## src/core/clkdiv_pkg.sv

```systemverilog
// Purpose: Shared constants for the per-output clock divider channel
// Assumes: Fast divider clocks arrive as one-cycle tick enables, one per half period
// Notes:   Source codes are four-bit selector values
package clkdiv_pkg;
   localparam int NUM_OUT = 3;
   localparam int MED_W   = 7;
   localparam int SLOW_W  = 25;
   localparam int PWC_W   = 8;
   localparam int AMT_W   = 8;
   localparam int SRC_W   = 4;
   localparam int HCNT_W  = 10;
   localparam int SCNT_W  = 27;
   // Arm source codes
   localparam logic [SRC_W-1:0] ARM_BIT_WRITE  = 4'h1;
   localparam logic [SRC_W-1:0] ARM_SYNTH_LOCK = 4'h2;
   localparam logic [SRC_W-1:0] ARM_LOOP_LOCK  = 4'h3;
   // Trigger source codes
   localparam logic [SRC_W-1:0] TRG_BIT_WRITE  = 4'h0;
   localparam logic [SRC_W-1:0] TRG_SYNTH_LOCK = 4'h1;
   localparam logic [SRC_W-1:0] TRG_LOOP_LOCK  = 4'h2;
   localparam logic [SRC_W-1:0] TRG_LOOP_CLK   = 4'h3;
   // Codes 4..7 select a general-purpose pin by the low two bits
   localparam logic [SRC_W-1:0] SRC_GPIO_BASE  = 4'h4;
   // Shaping needs slow value above this
   localparam logic [SLOW_W-1:0] SHAPE_MIN_SLOW = 25'h000_0001;
   typedef enum logic [1:0] {ADJ_IDLE, ADJ_ARMED, ADJ_BUSY} adj_state_t;
endpackage

```

## src/core/stage_if.sv

```systemverilog
// Purpose: Medium divider edges handed to the slow divider
// Assumes: One clock; rise and fall are one-cycle pulses
// Notes:   level mirrors the medium divider output
`timescale 1ns/100ps
`default_nettype none
interface stage_if;
   logic rise;
   logic fall;
   logic level;
   modport src (output rise, output fall, output level);
   modport snk (input rise, input fall, input level);
endinterface
`default_nettype wire

```

## src/core/medium_stage.sv

```systemverilog
// Purpose: Medium-speed divider with one-period phase step
// Assumes: tick marks each half period of the chosen fast divider
// Notes:   Divides by value plus one; zero value follows the fast clock
`timescale 1ns/100ps
`default_nettype none
module medium_stage
   import clkdiv_pkg::*;
(
   input  wire logic             clk,
   input  wire logic             rst_n,
   input  wire logic             tick,
   input  wire logic [MED_W-1:0] value,
   input  wire logic             adj_req,
   input  wire logic             adj_cancel,
   input  wire logic [AMT_W-1:0] amount,
   output logic                  adj_ack,
   stage_if.src                  med
);
   logic [HCNT_W-1:0] cnt_r;
   logic              pend_r;
   logic [AMT_W-1:0]  amt_r;

   // Each half lasts value+1 ticks, so odd divides stay at 50%
   wire [HCNT_W-1:0] base   = {3'h0, value} + 10'h001;
   wire [HCNT_W-1:0] amt_sx = {{(HCNT_W-AMT_W){amt_r[AMT_W-1]}}, amt_r};
   wire [HCNT_W-1:0] hi_len = pend_r ? base + amt_sx : base;
   wire              last   = (cnt_r <= 10'h001);

   // Step is applied to one high time only, then period returns
   always_ff @(posedge clk or negedge rst_n) begin
      if (!rst_n) begin
         cnt_r     <= 10'h001;
         pend_r    <= 1'b0;
         amt_r     <= 8'h00;
         adj_ack   <= 1'b0;
         med.rise  <= 1'b0;
         med.fall  <= 1'b0;
         med.level <= 1'b0;
      end else begin
         adj_ack  <= 1'b0;
         med.rise <= 1'b0;
         med.fall <= 1'b0;
         if (tick) begin
            if (last) begin
               med.level <= ~med.level;
               if (!med.level) begin
                  cnt_r    <= hi_len;
                  med.rise <= 1'b1;
                  if (pend_r) begin
                     pend_r  <= 1'b0;
                     adj_ack <= 1'b1;
                  end
               end else begin
                  cnt_r    <= base;
                  med.fall <= 1'b1;
               end
            end else begin
               cnt_r <= cnt_r - 10'h001;
            end
         end
         // New request wins over consumption in the same cycle
         if (adj_cancel) begin
            pend_r <= 1'b0;
         end else if (adj_req) begin
            pend_r <= 1'b1;
            amt_r  <= amount;
         end
      end
   end
endmodule // medium_stage
`default_nettype wire

```

## src/core/output_clock_divider_phase_adjust.sv

```systemverilog
// Purpose: Per-output clock dividers and arm/trigger phase step engine
// Assumes: All inputs synchronous to clk; fast dividers given as half-period ticks
// Notes:   Frequency limits are configuration duties, not checked here
`timescale 1ns/100ps
`default_nettype none
// Operation
// - Each output takes first or second fast divider as chosen.
// - Seven-bit medium divider feeds a 25-bit slow divider in series.
// - Both dividers give 50% duty for every value, odd included.
// - Slow divider used only with nonzero medium value; zero bypasses medium.
// - Dual mode: positive pin medium clock, negative pin divided by slow+1.
// - Shaping only up to 141.666MHz, medium above 0, slow above 1.
// - Pulse width zero gives 50%; else that many medium periods, polarity set.
// - Shaping happens in slow divider; dual mode shapes negative pin only.
// - Phase step in medium divider, half fast period units.
// - Arm from arm bit write, synth lock, loop lock, or pin.
// - Trigger from bit write, locks, loop clock, pin; invertible.
// - One trigger steps every enabled output with nonzero amount.
// - No phase step when medium divider value is zero.
// - Step changes exactly one medium period; positive lengthens high time.
// - Reset bit cancels pending arm and resets the engine.
// - Report armed, busy, and latched completion flag.
module output_clock_divider_phase_adjust
   import clkdiv_pkg::*;
(
   input  wire logic                            clk,
   input  wire logic                            rst_n,
   input  wire logic                            first_fast_divider,
   input  wire logic                            second_fast_divider,
   input  wire logic [NUM_OUT-1:0]              divider_source_select,
   input  wire logic [NUM_OUT-1:0][MED_W-1:0]   medium_divider_value,
   input  wire logic [NUM_OUT-1:0][SLOW_W-1:0]  slow_divider_value,
   input  wire logic [NUM_OUT-1:0]              slow_divider_select,
   input  wire logic [NUM_OUT-1:0]              negative_pin_slow_divide,
   input  wire logic [NUM_OUT-1:0][PWC_W-1:0]   pulse_width_count,
   input  wire logic [NUM_OUT-1:0]              output_invert,
   input  wire logic [NUM_OUT-1:0]              phase_step_enable,
   input  wire logic [NUM_OUT-1:0][AMT_W-1:0]   phase_step_amount,
   input  wire logic                            phase_mode,
   input  wire logic                            arm_bit,
   input  wire logic                            trigger_bit,
   input  wire logic                            trigger_invert,
   input  wire logic [SRC_W-1:0]                arm_source_select,
   input  wire logic [SRC_W-1:0]                trigger_source_select,
   input  wire logic                            phase_reset,
   input  wire logic                            done_clear,
   input  wire logic                            synth_lock,
   input  wire logic                            loop_lock,
   input  wire logic                            loop_ref_clk,
   input  wire logic [3:0]                      gpio,
   output logic [NUM_OUT-1:0]                   positive_output_pin,
   output logic [NUM_OUT-1:0]                   negative_output_pin,
   output logic                                 armed,
   output logic                                 busy,
   output logic                                 adjust_done_latched
);
   adj_state_t         state_r;
   adj_state_t         state_nxt;
   logic [NUM_OUT-1:0] pend_r;
   logic [NUM_OUT-1:0] pend_nxt;
   logic [NUM_OUT-1:0] req_r;
   logic               done_set;
   logic               arm_prev_r;
   logic               trg_prev_r;
   logic [NUM_OUT-1:0] ack;
   logic [NUM_OUT-1:0] slow_lvl;

   // Pick a source level from a four-bit code; pins use the low two bits
   function automatic logic pick_src(input logic [SRC_W-1:0] code,
                                     input logic [SRC_W-1:0] c_bit,
                                     input logic [SRC_W-1:0] c_syn,
                                     input logic [SRC_W-1:0] c_loop,
                                     input logic [SRC_W-1:0] c_clk,
                                     input logic bit_in,
                                     input logic syn_in,
                                     input logic loop_in,
                                     input logic clk_in,
                                     input logic [3:0] pins);
      logic r;
      r = 1'b0;
      if (code >= SRC_GPIO_BASE && code < SRC_GPIO_BASE + 4'h4) begin
         r = pins[code[1:0]];
      end else if (code == c_bit) begin
         r = bit_in;
      end else if (code == c_syn) begin
         r = syn_in;
      end else if (code == c_loop) begin
         r = loop_in;
      end else if (code == c_clk) begin
         r = clk_in;
      end
      return r;
   endfunction

   // Arm and trigger levels; edges found against last cycle
   // Every level is an argument, since a continuous call only wakes on its arguments
   // Arm has no loop clock source, so that slot is tied low
   wire arm_lvl = pick_src(arm_source_select, ARM_BIT_WRITE, ARM_SYNTH_LOCK,
                           ARM_LOOP_LOCK, 4'hF, arm_bit, synth_lock, loop_lock,
                           1'b0, gpio);
   wire trg_raw = pick_src(trigger_source_select, TRG_BIT_WRITE, TRG_SYNTH_LOCK,
                           TRG_LOOP_LOCK, TRG_LOOP_CLK, trigger_bit, synth_lock,
                           loop_lock, loop_ref_clk, gpio);
   wire trg_lvl = trg_raw ^ trigger_invert;
   wire arm_evt = arm_lvl & ~arm_prev_r;
   wire trg_evt = trg_lvl & ~trg_prev_r;

   // Outputs that take part in a step
   logic [NUM_OUT-1:0] qual;
   always_comb begin
      for (int i = 0; i < NUM_OUT; i++) begin
         qual[i] = phase_step_enable[i] && (phase_step_amount[i] != 8'h00)
                   && (medium_divider_value[i] != 7'h00);
      end
   end

   // Engine next state; reset bit overrides everything
   always_comb begin
      state_nxt = state_r;
      pend_nxt  = pend_r & ~ack;
      done_set  = 1'b0;
      case (state_r)
         ADJ_IDLE: begin
            if (arm_evt && phase_mode) begin
               state_nxt = ADJ_ARMED;
            end
         end
         ADJ_ARMED: begin
            if (trg_evt) begin
               pend_nxt  = qual;
               state_nxt = (qual == '0) ? ADJ_IDLE : ADJ_BUSY;
               done_set  = (qual == '0);
            end
         end
         ADJ_BUSY: begin
            if (pend_nxt == '0) begin
               state_nxt = ADJ_IDLE;
               done_set  = 1'b1;
            end
         end
         default: begin
            state_nxt = ADJ_IDLE;
         end
      endcase
      if (phase_reset) begin
         state_nxt = ADJ_IDLE;
         pend_nxt  = '0;
         done_set  = 1'b0;
      end
   end

   // Engine registers
   always_ff @(posedge clk or negedge rst_n) begin
      if (!rst_n) begin
         state_r    <= ADJ_IDLE;
         pend_r     <= '0;
         req_r      <= '0;
         arm_prev_r <= 1'b0;
         trg_prev_r <= 1'b0;
      end else begin
         state_r    <= state_nxt;
         pend_r     <= pend_nxt;
         req_r      <= (state_r == ADJ_ARMED && trg_evt && !phase_reset) ? qual : '0;
         arm_prev_r <= arm_lvl;
         trg_prev_r <= trg_lvl;
      end
   end

   // Status; a completion in the clear cycle still latches
   always_ff @(posedge clk or negedge rst_n) begin
      if (!rst_n) begin
         armed               <= 1'b0;
         busy                <= 1'b0;
         adjust_done_latched <= 1'b0;
      end else begin
         armed <= (state_nxt == ADJ_ARMED);
         busy  <= (state_nxt == ADJ_BUSY);
         adjust_done_latched <= done_set | (adjust_done_latched & ~done_clear);
      end
   end

   // Per-output divider chain
   for (genvar g = 0; g < NUM_OUT; g++) begin : g_out
      stage_if med_bus ();
      wire fast_tick = divider_source_select[g] ? second_fast_divider
                                                : first_fast_divider;
      wire ms_on     = (medium_divider_value[g] != 7'h00);
      // Shaping needs medium above zero and slow above one
      wire shape_en  = ms_on && (slow_divider_value[g] > SHAPE_MIN_SLOW)
                       && (pulse_width_count[g] != 8'h00);
      wire dual      = !slow_divider_select[g] && negative_pin_slow_divide[g];
      wire use_slow  = ms_on && slow_divider_select[g];
      // Slow level feeds the pin only in slow or dual mode
      wire pos_lvl   = use_slow ? slow_lvl[g] : med_bus.level;
      wire neg_lvl   = (dual && ms_on) ? slow_lvl[g] : pos_lvl;

      medium_stage u_med (
         .clk        (clk),
         .rst_n      (rst_n),
         .tick       (fast_tick),
         .value      (medium_divider_value[g]),
         .adj_req    (req_r[g]),
         .adj_cancel (phase_reset),
         .amount     (phase_step_amount[g]),
         .adj_ack    (ack[g]),
         .med        (med_bus)
      );

      slow_stage u_slow (
         .clk         (clk),
         .rst_n       (rst_n),
         .value       (slow_divider_value[g]),
         .pulse_width (pulse_width_count[g]),
         .shape_en    (shape_en),
         .med         (med_bus),
         .level       (slow_lvl[g])
      );

      // Inversion flips pulse polarity, not step direction
      always_ff @(posedge clk or negedge rst_n) begin
         if (!rst_n) begin
            positive_output_pin[g] <= 1'b0;
            negative_output_pin[g] <= 1'b0;
         end else begin
            positive_output_pin[g] <= pos_lvl ^ output_invert[g];
            negative_output_pin[g] <= neg_lvl ^ output_invert[g];
         end
      end
   end
endmodule // output_clock_divider_phase_adjust
`default_nettype wire

```

## src/core/slow_stage.sv

```systemverilog
// Purpose: Slow divider with optional pulse shaping
// Assumes: Medium edges arrive as one-cycle pulses on the interface
// Notes:   Divides by value plus one in medium periods
`timescale 1ns/100ps
`default_nettype none
module slow_stage
   import clkdiv_pkg::*;
(
   input  wire logic              clk,
   input  wire logic              rst_n,
   input  wire logic [SLOW_W-1:0] value,
   input  wire logic [PWC_W-1:0]  pulse_width,
   input  wire logic              shape_en,
   stage_if.snk                   med,
   output logic                   level
);
   logic [SCNT_W-1:0] cnt_r;

   // Count medium half periods, period is twice the divide
   wire [SCNT_W-1:0] n_half = {2'b00, value} + 27'h000_0001;
   wire [SCNT_W-1:0] top    = {n_half[SCNT_W-2:0], 1'b0} - 27'h000_0001;
   wire [SCNT_W-1:0] hi_len = shape_en ? {18'h0_0000, pulse_width, 1'b0} : n_half;
   wire              step   = med.rise | med.fall;
   wire [SCNT_W-1:0] cnt_nxt = (cnt_r >= top) ? 27'h000_0000 : cnt_r + 27'h000_0001;

   // Start counter at wrap so the first medium rise opens a high time
   always_ff @(posedge clk or negedge rst_n) begin
      if (!rst_n) begin
         cnt_r <= 27'h7FF_FFFF;
         level <= 1'b0;
      end else if (step) begin
         cnt_r <= cnt_nxt;
         level <= (cnt_nxt < hi_len);
      end
   end
endmodule // slow_stage
`default_nettype wire

```

## config.mk

```make
export PLATFORM = sky130hd
export DESIGN_NAME = output_clock_divider_phase_adjust
export DESIGN_NICKNAME = d
export VERILOG_FILES = /design/src/core/clkdiv_pkg.sv /design/src/core/stage_if.sv /design/src/core/medium_stage.sv /design/src/core/output_clock_divider_phase_adjust.sv /design/src/core/slow_stage.sv
export SDC_FILE = /design/constraint.sdc
export NUM_CORES = 1
export LEC_CHECK = 0
export CAP_MARGIN = 20
export CORE_MARGIN = 2
export CORE_UTILIZATION = 45
export CTS_BUF_LIST = sky130_fd_sc_hd__clkbuf_8
export CTS_CLUSTER_SIZE = 25
export DETAILED_ROUTE_END_ITERATION = 10
export DONT_BUFFER_PORTS = 1
export GPL_TIMING_DRIVEN = 0
export PLACE_DENSITY_LB_ADDON = 0.1
export SYNTH_ARGS = -nofsm -noshare
export SYNTH_HDL_FRONTEND = slang
export SYNTH_HIERARCHICAL = 1
export SYNTH_SLANG_ARGS = --single-unit
```

## constraint.sdc

```tcl
create_clock -name clk -period 11.8 [get_ports clk]
set_input_delay 2.36 -clock clk [delete_from_list [all_inputs] [get_ports clk]]
set_output_delay 2.36 -clock clk [all_outputs]
set_load 0.03 [all_outputs]
```

Yosys cells after proc, flatten, opt, wreduce, memory -nomap -nowiden:

Cells that the tools add are included.

* word-level logic and storage cells: 267
* input port bits: 184
* register bits after elaboration: 172

* bitwise gates (word level): 23
* $lt $le $gt $ge: 18
* multiplexer cells: 96
* add/sub/neg operators: 18
* eq/ne operators: 13
* reductions and logical operators: 58

Operators by type and width (number)
* 2-to-1 mux 27 bit: 6
* 2-to-1 mux 10 bit: 9
* adder 27 x 1 -> 27 bit, second input constant: 3
* >= comparator 27 bit: 3
* less-than comparator 27 bit: 3
* subtractor 27 x 1 -> 27 bit, second input constant: 3
* adder 25 x 1 -> 26 bit, second input constant: 3
* > comparator 25 x 1 -> 1 bit, second input constant: 3
* 2-to-1 mux 1 bit: 68
* nonzero test 8 bit: 6
* adder 10 bit: 3
* less-or-equal comparator 10 x 1 -> 1 bit, second input constant: 3
* subtractor 10 x 1 -> 10 bit, second input constant: 3
* logical AND 1 bit: 26
* adder 7 x 1 -> 8 bit, second input constant: 3
* nonzero test 7 bit: 3
* nonzero test 3 bit: 6
* == test 4 x 2 -> 1 bit, second input constant: 4
* 2-to-1 mux 3 bit: 4
* AND reduction 2 bit: 6
* 2-to-1 mux 2 bit: 5
* != test 3 bit, second input constant: 3
* AND reduction 3 bit: 3
* == test 4 x 1 -> 1 bit, second input constant: 2
* other kinds (18): 45

Longest topological paths before layout:

Gate-level depths: netlist (run 1).

* word-level depth: 12
* mapped depth: 29

Modules after synthesis:

Netlist (run 1), hierarchy kept.

By module, submodules not included
* slow_stage at g_out[1].u_slow: times used 1, cells each 575, area each 4544.4 um^2, sequential area each 734.5 um^2
* slow_stage at g_out[2].u_slow: times used 1, cells each 568, area each 4428.0 um^2, sequential area each 734.5 um^2
* slow_stage at g_out[0].u_slow: times used 1, cells each 546, area each 4342.9 um^2, sequential area each 734.5 um^2
* medium_stage at g_out[0].u_med ...: times used 2, cells each 202, area each 1744.2 um^2, sequential area each 576.8 um^2
* medium_stage at g_out[2].u_med: times used 1, cells each 180, area each 1672.9 um^2, sequential area each 576.8 um^2
* output_clock_divider_phase_adjust: times used 1, cells each 163, area each 1450.1 um^2, sequential area each 475.5 um^2

Worst setup path after synthesis (run 1):

No wires, ideal clock.

* path type: in2reg
* start: input port slow_divider_value[25] (netlist bit)
* end: register g_out[1].u_slow.level
* setup slack: 4349 ps
* data required time: 11714 ps
* cell stages on the path: 28
* arrival: 7366 ps
* library setup time: 86 ps
* path through: ha_1 -> buf_2 -> nand4_2 -> buf_4 -> nor4_4 -> o21ai_2 -> a211oi_4 -> a32o_1 -> o211ai_1 -> a2111oi_2 -> ha_1 -> a21oi_1 -> o21ai_0 -> a221oi_1 -> o31ai_1 -> or2_2 -> buf_2 -> buf_2 -> buf_1 -> nor2_1 -> ha_1 -> and3_1 -> a221oi_1 -> o21ai_0 -> nor4_1 -> o32a_1 -> o31ai_1 -> a32oi_1

* cells in the longest elaborated chain, start to end: 5
* elaborated cells on any way between the ends: 9
* those cells by class: add/sub: 2; order compare: 3; mux: 2; reduce/logical: 2

Ends and longest elaborated chain
* start: declaration: line output_clock_divider_phase_adjust.sv:32 `input wire logic [NUM_OUT-1:0][SLOW_W-1:0] slow_divider_value,`
* adder 25 x 1 -> 26 bit: line slow_stage.sv:20 `wire [SCNT_W-1:0] n_half = {2'b00, value} + 27'h000_0001;`
* subtractor 27 x 1 -> 27 bit: line slow_stage.sv:21 `wire [SCNT_W-1:0] top = {n_half[SCNT_W-2:0], 1'b0} - 27'h000_0001;`
* >= comparator 27 bit: line slow_stage.sv:24 `wire [SCNT_W-1:0] cnt_nxt = (cnt_r >= top) ? 27'h000_0000 : cnt_r + 27'h000_0001;`
* 2-to-1 mux 27 bit: line slow_stage.sv:24
* named net g_out[1].u_slow.cnt_nxt[6]: line slow_stage.sv:24
* less-than comparator 27 bit: line slow_stage.sv:33 `level <= (cnt_nxt < hi_len);`
* end signal: assignment: line slow_stage.sv:33
* end: declaration: line slow_stage.sv:15 `output logic level`

The timed path passes the listed nets, and every way through them passes these cells.
A chain may end at the register's enable or synchronous reset.

Worst setup path after layout (run 1):

* start: input port slow_divider_value[27] (netlist bit)
* end: register g_out[1].u_slow.level

Same word-level chain as after synthesis.

==> results.cfg, run 1 <==
[setup_path]
cp-end-kind = register
cp_top_family = simple AND/OR/NAND/NOR gates
cp-start-kind = input port
worstPathArrival_ns = 9.08
r2r_start = g_out[1].u_slow/cnt_r[18]
r2r_slack_ns = 6.55
crit_path_max_incr_delay_ns = 0.56
cp_slowest_cell = nor4bb_1
cp_common_cell = o21ai_0
crit_buf_inv = 4
r2r_end = g_out[1].u_slow/level
r2r_cells = 18
crit_type = in -> reg
path_max_fanout = 10
cp.required_ns = 12.18

[global_route]
grt_pass1_vias = 17700
grt_usage_pct = 24.1
grt_max_degree = 173
grt_pass1_wl_mm = 92.0
antenna_found_initial = 0
grt-ovfl-total = 0

[power_and_ir_drop]
p_seq_share_pct = 36.5
clkPwrFrac_pct = 13.8
peakVddDrop_v = 0.0000875
power_mw = 3.48
p_leak_nw = 8.68
netSwitchingFraction_pct = 45.9
pwr-share-comb_pct = 49.7
p_int_mw = 1.89
power_density_nw_per_um2 = 165
switching_power_mw = 1.60

[sta]
rsz0062_at_grt = false
worst_pin_slew_ns = 1.01
finalClockSkew_ns = 0.0242
finalMaxSlewViolations = 0
post-route-period-util_pct = 73.7
setup_viol = 0
fin_ws_ns = 3.10
relSlewSlack_pct = 30.8
setup_tns_ns = 0
hold_viol = 0
hold_ws_ns = 0.508
max_freq_ghz = 0.115
fin_crit_ns = 8.70

[placement]
dpl_worst_slack_ns = 2.75
port_buffers = 0
gp_congestion = 0.873
hpwl_mm = 44.5

[floorplan]
fp.dieW_um = 214
ioPinCount = 193
num_rows = 77
initial_core_util_pct = 45.4
fp.dieArea_um2 = 46000
core_area_um2 = 43900
die_y_um = 214

[min_path]
hold_path_end = g_out[2].u_slow/cnt_r[17]
hold_depth = 2
hp-class = reg -> reg
min_from = g_out[2].u_slow/cnt_r[17]

[logic_synthesis]
synth_top_area_cell = ha_1
synth_cell_type_count = 110
syn_avg_cell_area_um2 = 8.18
synth.area.top_cells = ha_1, dfstp_2, dfrtp_1
ys_seq_elements = 172
syn_nets = 2823
synthTopCellsByCount = nand2_1, nor2_1, ha_1, xnor2_1, a21oi_1
synth_flop_cell = dfrtp_1
synthArstFlopShare_pct = 100
synth_top_area_share_pct = 12.6
ys_seq_area_share_pct = 22.1
syn_inst = 2436
yosys_warnings = 6
synth_most_common_cell = nand2_1
synth_edf_count = 0
synthesis.area_um2 = 19900

[final_layout]
nFillCells = 4415
multi_input_area_um2 = 14700
utilization_pct = 48.1
fin_nets = 2842
area_growth_pct = 6.00
drive_gt1_share_pct = 11.9
regArea_um2 = 4410
antenna_cells = 0

[clock_tree]
clk_pin_slew_ns = 0.09
cts_tree = built
cts_sinks = 172
postCtsSetupBuffers = 0
clock_latency_ns = 0.50
ctsResizeCount = 0
clockBufferDepth = 2
cts_root_buffer = clkbuf_8
cts_buffers = 17
ctsHtreeMaxLevel = 4
postCtsHoldBufs = 0

[drt]
wl_per_cell_um = 18.3
routed_wl_mm = 55.9
final_antenna_net_count = 0
drtIter0Drc = 1214
drc = 0
vias_per_cell = 5.89
dr.pass1.iters = 5
vias = 18000

[flow_run]
drv_cap = 0

[status]
status = complete, no violations
-- routing by layer --
metal	share of wire, %	vias up	wire length (um)	GRT usage (%)
li1	-	9006	-	-
met1	49	8648	27300	33.6
met2	46	342	25900	39.9
met3	4.0	33	2210	3.99
met4	0.74	0	415	3.75
met5	0	-	0	0
-- worst reg2reg max path, delay by kind of cell (launching register included) --
family                     cells  cell delay, ns
buffers and inverters          3            0.94
AOI/OAI and AO/OA              6            1.43
adders and majority gates      2            0.53
and+or+nand+nor                7            1.65
DFF                            1            0.62
-- logic make-up after synthesis --
family | synth area share (%)
simple gates | 27.4
compound gates | 18.5
xor+xnor | 10.8
fa+ha+maj | 12.9
buf+inv | 4.14
flops | 22.1
mux | 4.18
-- registers in the layout, summed over array words and instances, names as in the netlist --
| signal | cells |
|---|---|
| g_out.u_slow/cnt_r | 81 |
| g_out.u_med/cnt_r | 30 |
| g_out.u_med/amt_r | 24 |
| g_out.u_med/adj_ack | 3 |
| g_out.u_med/med.fall | 3 |
| g_out.u_med/med.level | 3 |
| g_out.u_med/med.rise | 3 |
| g_out.u_med/pend_r | 3 |
| g_out.u_slow/level | 3 |
| negative_output_pin | 3 |
| pend_r | 3 |
| positive_output_pin | 3 |
| req_r | 3 |
| state_r | 2 |
| adjust_done_latched | 1 |
| arm_prev_r | 1 |
| armed | 1 |
| busy | 1 |
| trg_prev_r | 1 |
-- per-stage QoR --
stage               instance area (um^2)  std cells
finish                             21100       3060
global route                       21100       3060
CTS                                21100       3060
detailed placement                 20700       3028
global placement                   20700       3028
floorplan                          19900       2436
-- power groups by stage --
stage	Clock, mW	Sequential [mW]	Combinational [mW]
detailed placement	0	1.28	1.71
global route	0.526	1.31	1.99
finish	0.482	1.27	1.73
CTS	0.506	1.27	1.73
global placement	0	1.27	1.66
floorplan	0	1.16	1.36
-- layout by cell type (no fill, tap or decap), types with 29 or more instances in the layout --
| master | instances |
|---|---|
| a31oi_1 | 29 |
| nor3_1 | 54 |
| ha_1 | 200 |
| o21ai_0 | 88 |
| dfstp_2 | 84 |
| xnor2_1 | 138 |
| nand2b_1 | 40 |
| and3_1 | 31 |
| a21o_1 | 72 |
| dfrtp_1 | 88 |
| buf_2 | 29 |
| nand3_1 | 100 |
| mux2i_1 | 46 |
| xor2_1 | 108 |
| nor2_1 | 212 |
| or2_2 | 34 |
| o31ai_1 | 81 |
| nand4_1 | 73 |
| a21oi_1 | 109 |
| nand2_1 | 249 |
| inv_1 | 62 |
| clkbuf_1 | 67 |
| nor4_1 | 61 |
-- worst max path at each step --
stage	start	end	depth (start not counted)
final	slow_divider_value[27]	g_out[1].u_slow/level	26
after global routing	slow_divider_value[27]	g_out[1].u_slow/level	26
after CTS	slow_divider_value[25]	g_out[1].u_slow/level	28
after detailed placement	slow_divider_value[25]	g_out[1].u_slow/level	28
after global placement	slow_divider_value[25]	g_out[1].u_slow/level	28
after floorplan	slow_divider_value[25]	g_out[1].u_slow/level	28
-- cell type report --
type | count | area share [%]
plain buffers | 118 | 2.80
multi-input cells | 2084 | 69.6
inverters | 62 | 1.10
flip-flops and latches | 172 | 20.9
clock inverters | 15 | 1.04
well taps | 592 | 3.51
clock buffers | 17 | 1.11
(Power assumes the default switching activity.)
==> run 2, diff against run 1 <==
Clock period 11.8 ns to 8.27 ns, I/O delays scaled along.
==> results.cfg, run 2 (same netlist as run 1, synthesis figures left out) <==
[drt]
vias = 18100
routed_wl_mm = 55.9
final_antenna_net_count = 0
wl_per_cell_um = 18.3
dr.pass1.iters = 5
drc = 0
drtIter0Drc = 1168
vias_per_cell = 5.92

[setup_path]
worstPathArrival_ns = 8.01
cp.required_ns = 8.65
r2r_cells = 17
path_max_fanout = 10
r2r_slack_ns = 3.37
cp-end-kind = register
crit_type = in -> reg
cp-start-kind = input port

[floorplan]
num_rows = 77
ioPinCount = 193
initial_core_util_pct = 45.4
die_y_um = 214
core_area_um2 = 43900
fp.dieArea_um2 = 46000
fp.dieW_um = 214

[sta]
rsz0062_at_grt = false
relSlewSlack_pct = 30.8
finalClockSkew_ns = 0.0218
hold_ws_ns = 0.508
post-route-period-util_pct = 92.2
hold_viol = 0
setup_viol = 0
worst_pin_slew_ns = 1.01
fin_ws_ns = 0.643
finalMaxSlewViolations = 0
setup_tns_ns = 0
max_freq_ghz = 0.131
fin_crit_ns = 7.63

[final_layout]
area_growth_pct = 5.99
fin_nets = 2841
design_area_um2 = 21100
mostFrequentLayoutCells = nand2_1, nor2_1, ha_1
stdcell_count = 3059
antenna_cells = 0
utilization_pct = 48.1
regMostFlops = g_out.u_slow/cnt_r
largest_reg_flops = 81
final_common_cell = nand2_1
drive_gt1_share_pct = 12.0
reg_top3 = g_out.u_slow/cnt_r: 81 flops, g_out.u_med/cnt_r: 30 flops, g_out.u_med/amt_r: 24 flops

[min_path]
hold_depth = 2
hp-class = reg -> reg

[clock_tree]
cts_tree = built
cts_sinks = 172
ctsHtreeMaxLevel = 4
cts_root_buffer = clkbuf_8
postCtsHoldBufs = 0
clock_latency_ns = 0.50
cts_buffers = 17
clockBufferDepth = 2
clk_pin_slew_ns = 0.09

[flow_run]
drv_cap = 0

[global_route]
grt_pass1_vias = 17700
grt-ovfl-total = 0
grt_max_degree = 173
grt_pass1_wl_mm = 92.0
grt_usage_pct = 24.1
antenna_found_initial = 0

[placement]
gp_congestion = 0.873
dpl_worst_slack_ns = -0.0712
port_buffers = 0
dp.cells = 3028
placed_area_um2 = 20700
hpwl_mm = 44.5

[power_and_ir_drop]
power_mw = 4.97
p_leak_nw = 8.68
power_density_nw_per_um2 = 235
peakVddDrop_v = 0.000125

[status]
status = complete, no violations
## run 2: cell count changes in the layout (fill, tap and decap cells not counted), sizes merged
cell	change
buf	-1
## run 2: timing repair
item,in CTS,in global routing
gates resized for setup,0,1
endpoints found under the setup margin,0,1
setup buffers,0,0
## run 2: worst paths after layout
| path | start | to |
|---|---|---|
| max | slow_divider_value[25] | g_out[1].u_slow/level |
| min | g_out[2].u_slow/cnt_r[17] | g_out[2].u_slow/cnt_r[17] |
| max reg2reg | g_out[1].u_slow/cnt_r[18] | g_out[1].u_slow/level |
| min reg2reg | g_out[2].u_slow/cnt_r[17] | g_out[2].u_slow/cnt_r[17] |
| max in group asynchronous | rst_n | g_out[2].u_slow/cnt_r[17] |
| min in group asynchronous | rst_n | g_out[1].u_med/med.fall |
## run 2: area by class of cell
type | count | area (um^2)
Sequential cell | 172 | 4410
Inverter | 62 | 233
Clock inverter | 15 | 220
Clock buffer | 17 | 234
Tap cell | 592 | 741
Buffer | 117 | 588
Fill cell | 4414 | 22800
Multi-Input combinational cell | 2084 | 14700
## run 2: worst max-delay path: stages
cell       delay (ns)
ha_1             0.11
buf_2            0.20
nand4_2          0.16
buf_4            0.22
nor4_4           0.27
o21ai_2          0.13
a211oi_4         0.41
a32o_1           0.22
o211ai_1         0.11
a2111oi_2        0.38
ha_1             0.21
nand4_1          0.13
nor4bb_1         0.56
nand3_1          0.12
o21ai_0          0.36
or2_2            0.18
buf_2            0.22
clkbuf_1         0.44
nor2_1           0.13
ha_1             0.32
and3_1           0.18
a221oi_1         0.31
o21ai_0          0.14
nor4_1           0.20
o32a_1           0.21
o31ai_1          0.11
a32oi_1          0.29
## run 2: power breakdown
| group | switching, mW | total, mW | internal, mW |
|---|---|---|---|
| combinational | 1.40 | 2.46 | 1.07 |
| sequential | 0.509 | 1.81 | 1.31 |
| clock | 0.372 | 0.689 | 0.317 |
## run 2: layer usage
metal | part of all wire (%) | vias up | wire length [um] | GRT usage, %
met3 | 4.0 | 35 | 2260 | 3.99
met2 | 46 | 367 | 25900 | 39.9
li1 | - | 8998 | - | -
met4 | 0.73 | 0 | 409 | 3.75
met1 | 49 | 8710 | 27300 | 33.6
met5 | 0 | - | 0 | 0
==> run 3, diff against run 2 <==
Settings changed: GPL_TIMING_DRIVEN 0 to 1.
==> results.cfg, run 3 (same netlist as run 1, synthesis figures left out) <==
[status]
status = complete, no violations

[power_and_ir_drop]
peakVddDrop_v = 0.000164
pwr-share-comb_pct = 48.9
p_leak_nw = 8.43
power_density_nw_per_um2 = 235
netSwitchingFraction_pct = 45.3
p_seq_share_pct = 37.6
clkPwrFrac_pct = 13.5
switching_power_mw = 2.20
p_int_mw = 2.65

[global_route]
grt-ovfl-total = 0
grt_pass1_vias = 17100
grt_usage_pct = 23.3
grt_max_degree = 173
grt_pass1_wl_mm = 89.0
antenna_found_initial = 0

[final_layout]
mostFrequentLayoutCells = nand2_1, nor2_1, ha_1
design_area_um2 = 20600
reg_top3 = g_out.u_slow/cnt_r: 81 flops, g_out.u_med/cnt_r: 30 flops, g_out.u_med/amt_r: 24 flops
regMostFlops = g_out.u_slow/cnt_r
fin_nets = 2733
antenna_cells = 0
final_common_cell = nand2_1
nFillCells = 4399
drive_gt1_share_pct = 11.0
area_growth_pct = 3.59
largest_reg_flops = 81

[setup_path]
worstPathArrival_ns = 7.47
cp-start-kind = input port
startpoint = slow_divider_value[50]
r2r_start = g_out[2].u_slow/cnt_r[16]
r2r_slack_ns = 4.10
cp.required_ns = 8.70
crit_type = in -> reg
path_max_fanout = 34
cp-end-kind = register

[drt]
drtIter0Drc = 1268
vias_per_cell = 5.96
routed_wl_mm = 54.1
vias = 17600
final_antenna_net_count = 0
wl_per_cell_um = 18.3
dr.pass1.iters = 5
drc = 0

[floorplan]
ioPinCount = 193
num_rows = 77
fp.dieArea_um2 = 46000
die_y_um = 214
initial_core_util_pct = 45.4
core_area_um2 = 43900
fp.dieW_um = 214

[clock_tree]
clock_latency_ns = 0.52
cts_tree = built
cts_buffers = 17
clk_pin_slew_ns = 0.11
ctsResizeCount = 0
ctsHtreeMaxLevel = 4
clockBufferDepth = 2
postCtsHoldBufs = 0
cts_root_buffer = clkbuf_8
postCtsSetupBuffers = 0
cts_sinks = 172

[sta]
finalMaxSlewViolations = 0
finalClockSkew_ns = 0.0261
setup_tns_ns = 0
hold_viol = 0
setup_viol = 0
post-route-period-util_pct = 85.0
relSlewSlack_pct = 34.0
rsz0062_at_grt = false
worst_pin_slew_ns = 0.981
fin_crit_ns = 7.03
max_freq_ghz = 0.142

[placement]
port_buffers = 0
hpwl_mm = 42.2
placed_area_um2 = 20200
gp_congestion = 0.877

[min_path]
min_from = g_out[0].u_slow/cnt_r[17]
hp-class = reg -> reg

[flow_run]
drv_cap = 0
run 3: area by class of cell:
type                    count  area, um^2  share of cell area (%)
well taps                 592         741                    3.59
repair buffers              9         100                   0.485
clock buffers              19         262                    1.27
clock inverters            13         158                   0.764
inverters                  62         233                    1.13
multi-input cells        2084       14700                    71.4
flip-flops and latches    172        4410                    21.4
run 3: worst max-delay path, stage by stage:
cell and delay [ns]:
ha_1 0.27, and3_1 0.35, nand3_1 0.29, nor4_2 0.59, nand4_1 0.19, xor2_1 0.35, nand4_1 0.17, xnor2_1 0.17
ha_1 0.31, nand4_1 0.13, o21ai_0 0.56, or2_2 0.66, buf_4 0.33, nor2_1 0.08, ha_1 0.31, a21o_1 0.19
a21o_1 0.17, a21oi_1 0.13, o21ai_0 0.09, a21oi_1 0.16, o31ai_1 0.09, a22oi_1 0.20
run 3: per-layer routing:
layer  vias up  part of all wire, %  GRT usage (%)
met5         -                    0              0
met4         0                  1.3           5.09
met3        45                  4.4           4.33
met2       328                   46           38.2
met1      8416                   48           32.1
li1       8793                    -              -
run 3: final timing paths:
| check | cells after the start | to |
|---|---|---|
| worst max-delay path | 22 | g_out[2].u_slow/level |
| worst min-delay path | 2 | g_out[0].u_slow/cnt_r[17] |
| min in group asynchronous | 0 | g_out[1].u_slow/level |
| worst max register to register | 17 | g_out[2].u_slow/level |
| max in group asynchronous | 0 | g_out[1].u_med/cnt_r[8] |
| worst min register to register | 2 | g_out[0].u_slow/cnt_r[17] |
run 3: power by group through the flow:
stage                     clock network (mW)  logic [mW]  registers, mW
final                                  0.655        2.37           1.82
after floorplan                            0        1.94           1.65
after global placement                     0        2.29           1.83
after global routing                   0.718        2.74           1.88
after CTS                              0.688        2.37           1.82
after detailed placement                   0        2.36           1.83
run 3: through the flow:
stage                     utilization (%)  cells  power (mW)  setup WS (ns)  hold WS, ns
after floorplan                         -   2436        3.59           1.52        0.455
after global placement               46.0   2918        4.11          0.893        0.489
after detailed placement             46.0   2918        4.19          0.840        0.495
after CTS                            46.9   2950        4.88           1.39        0.512
after global routing                 47.0   2951        5.34          0.724        0.521
final                                47.0   2951        4.85           1.24        0.508
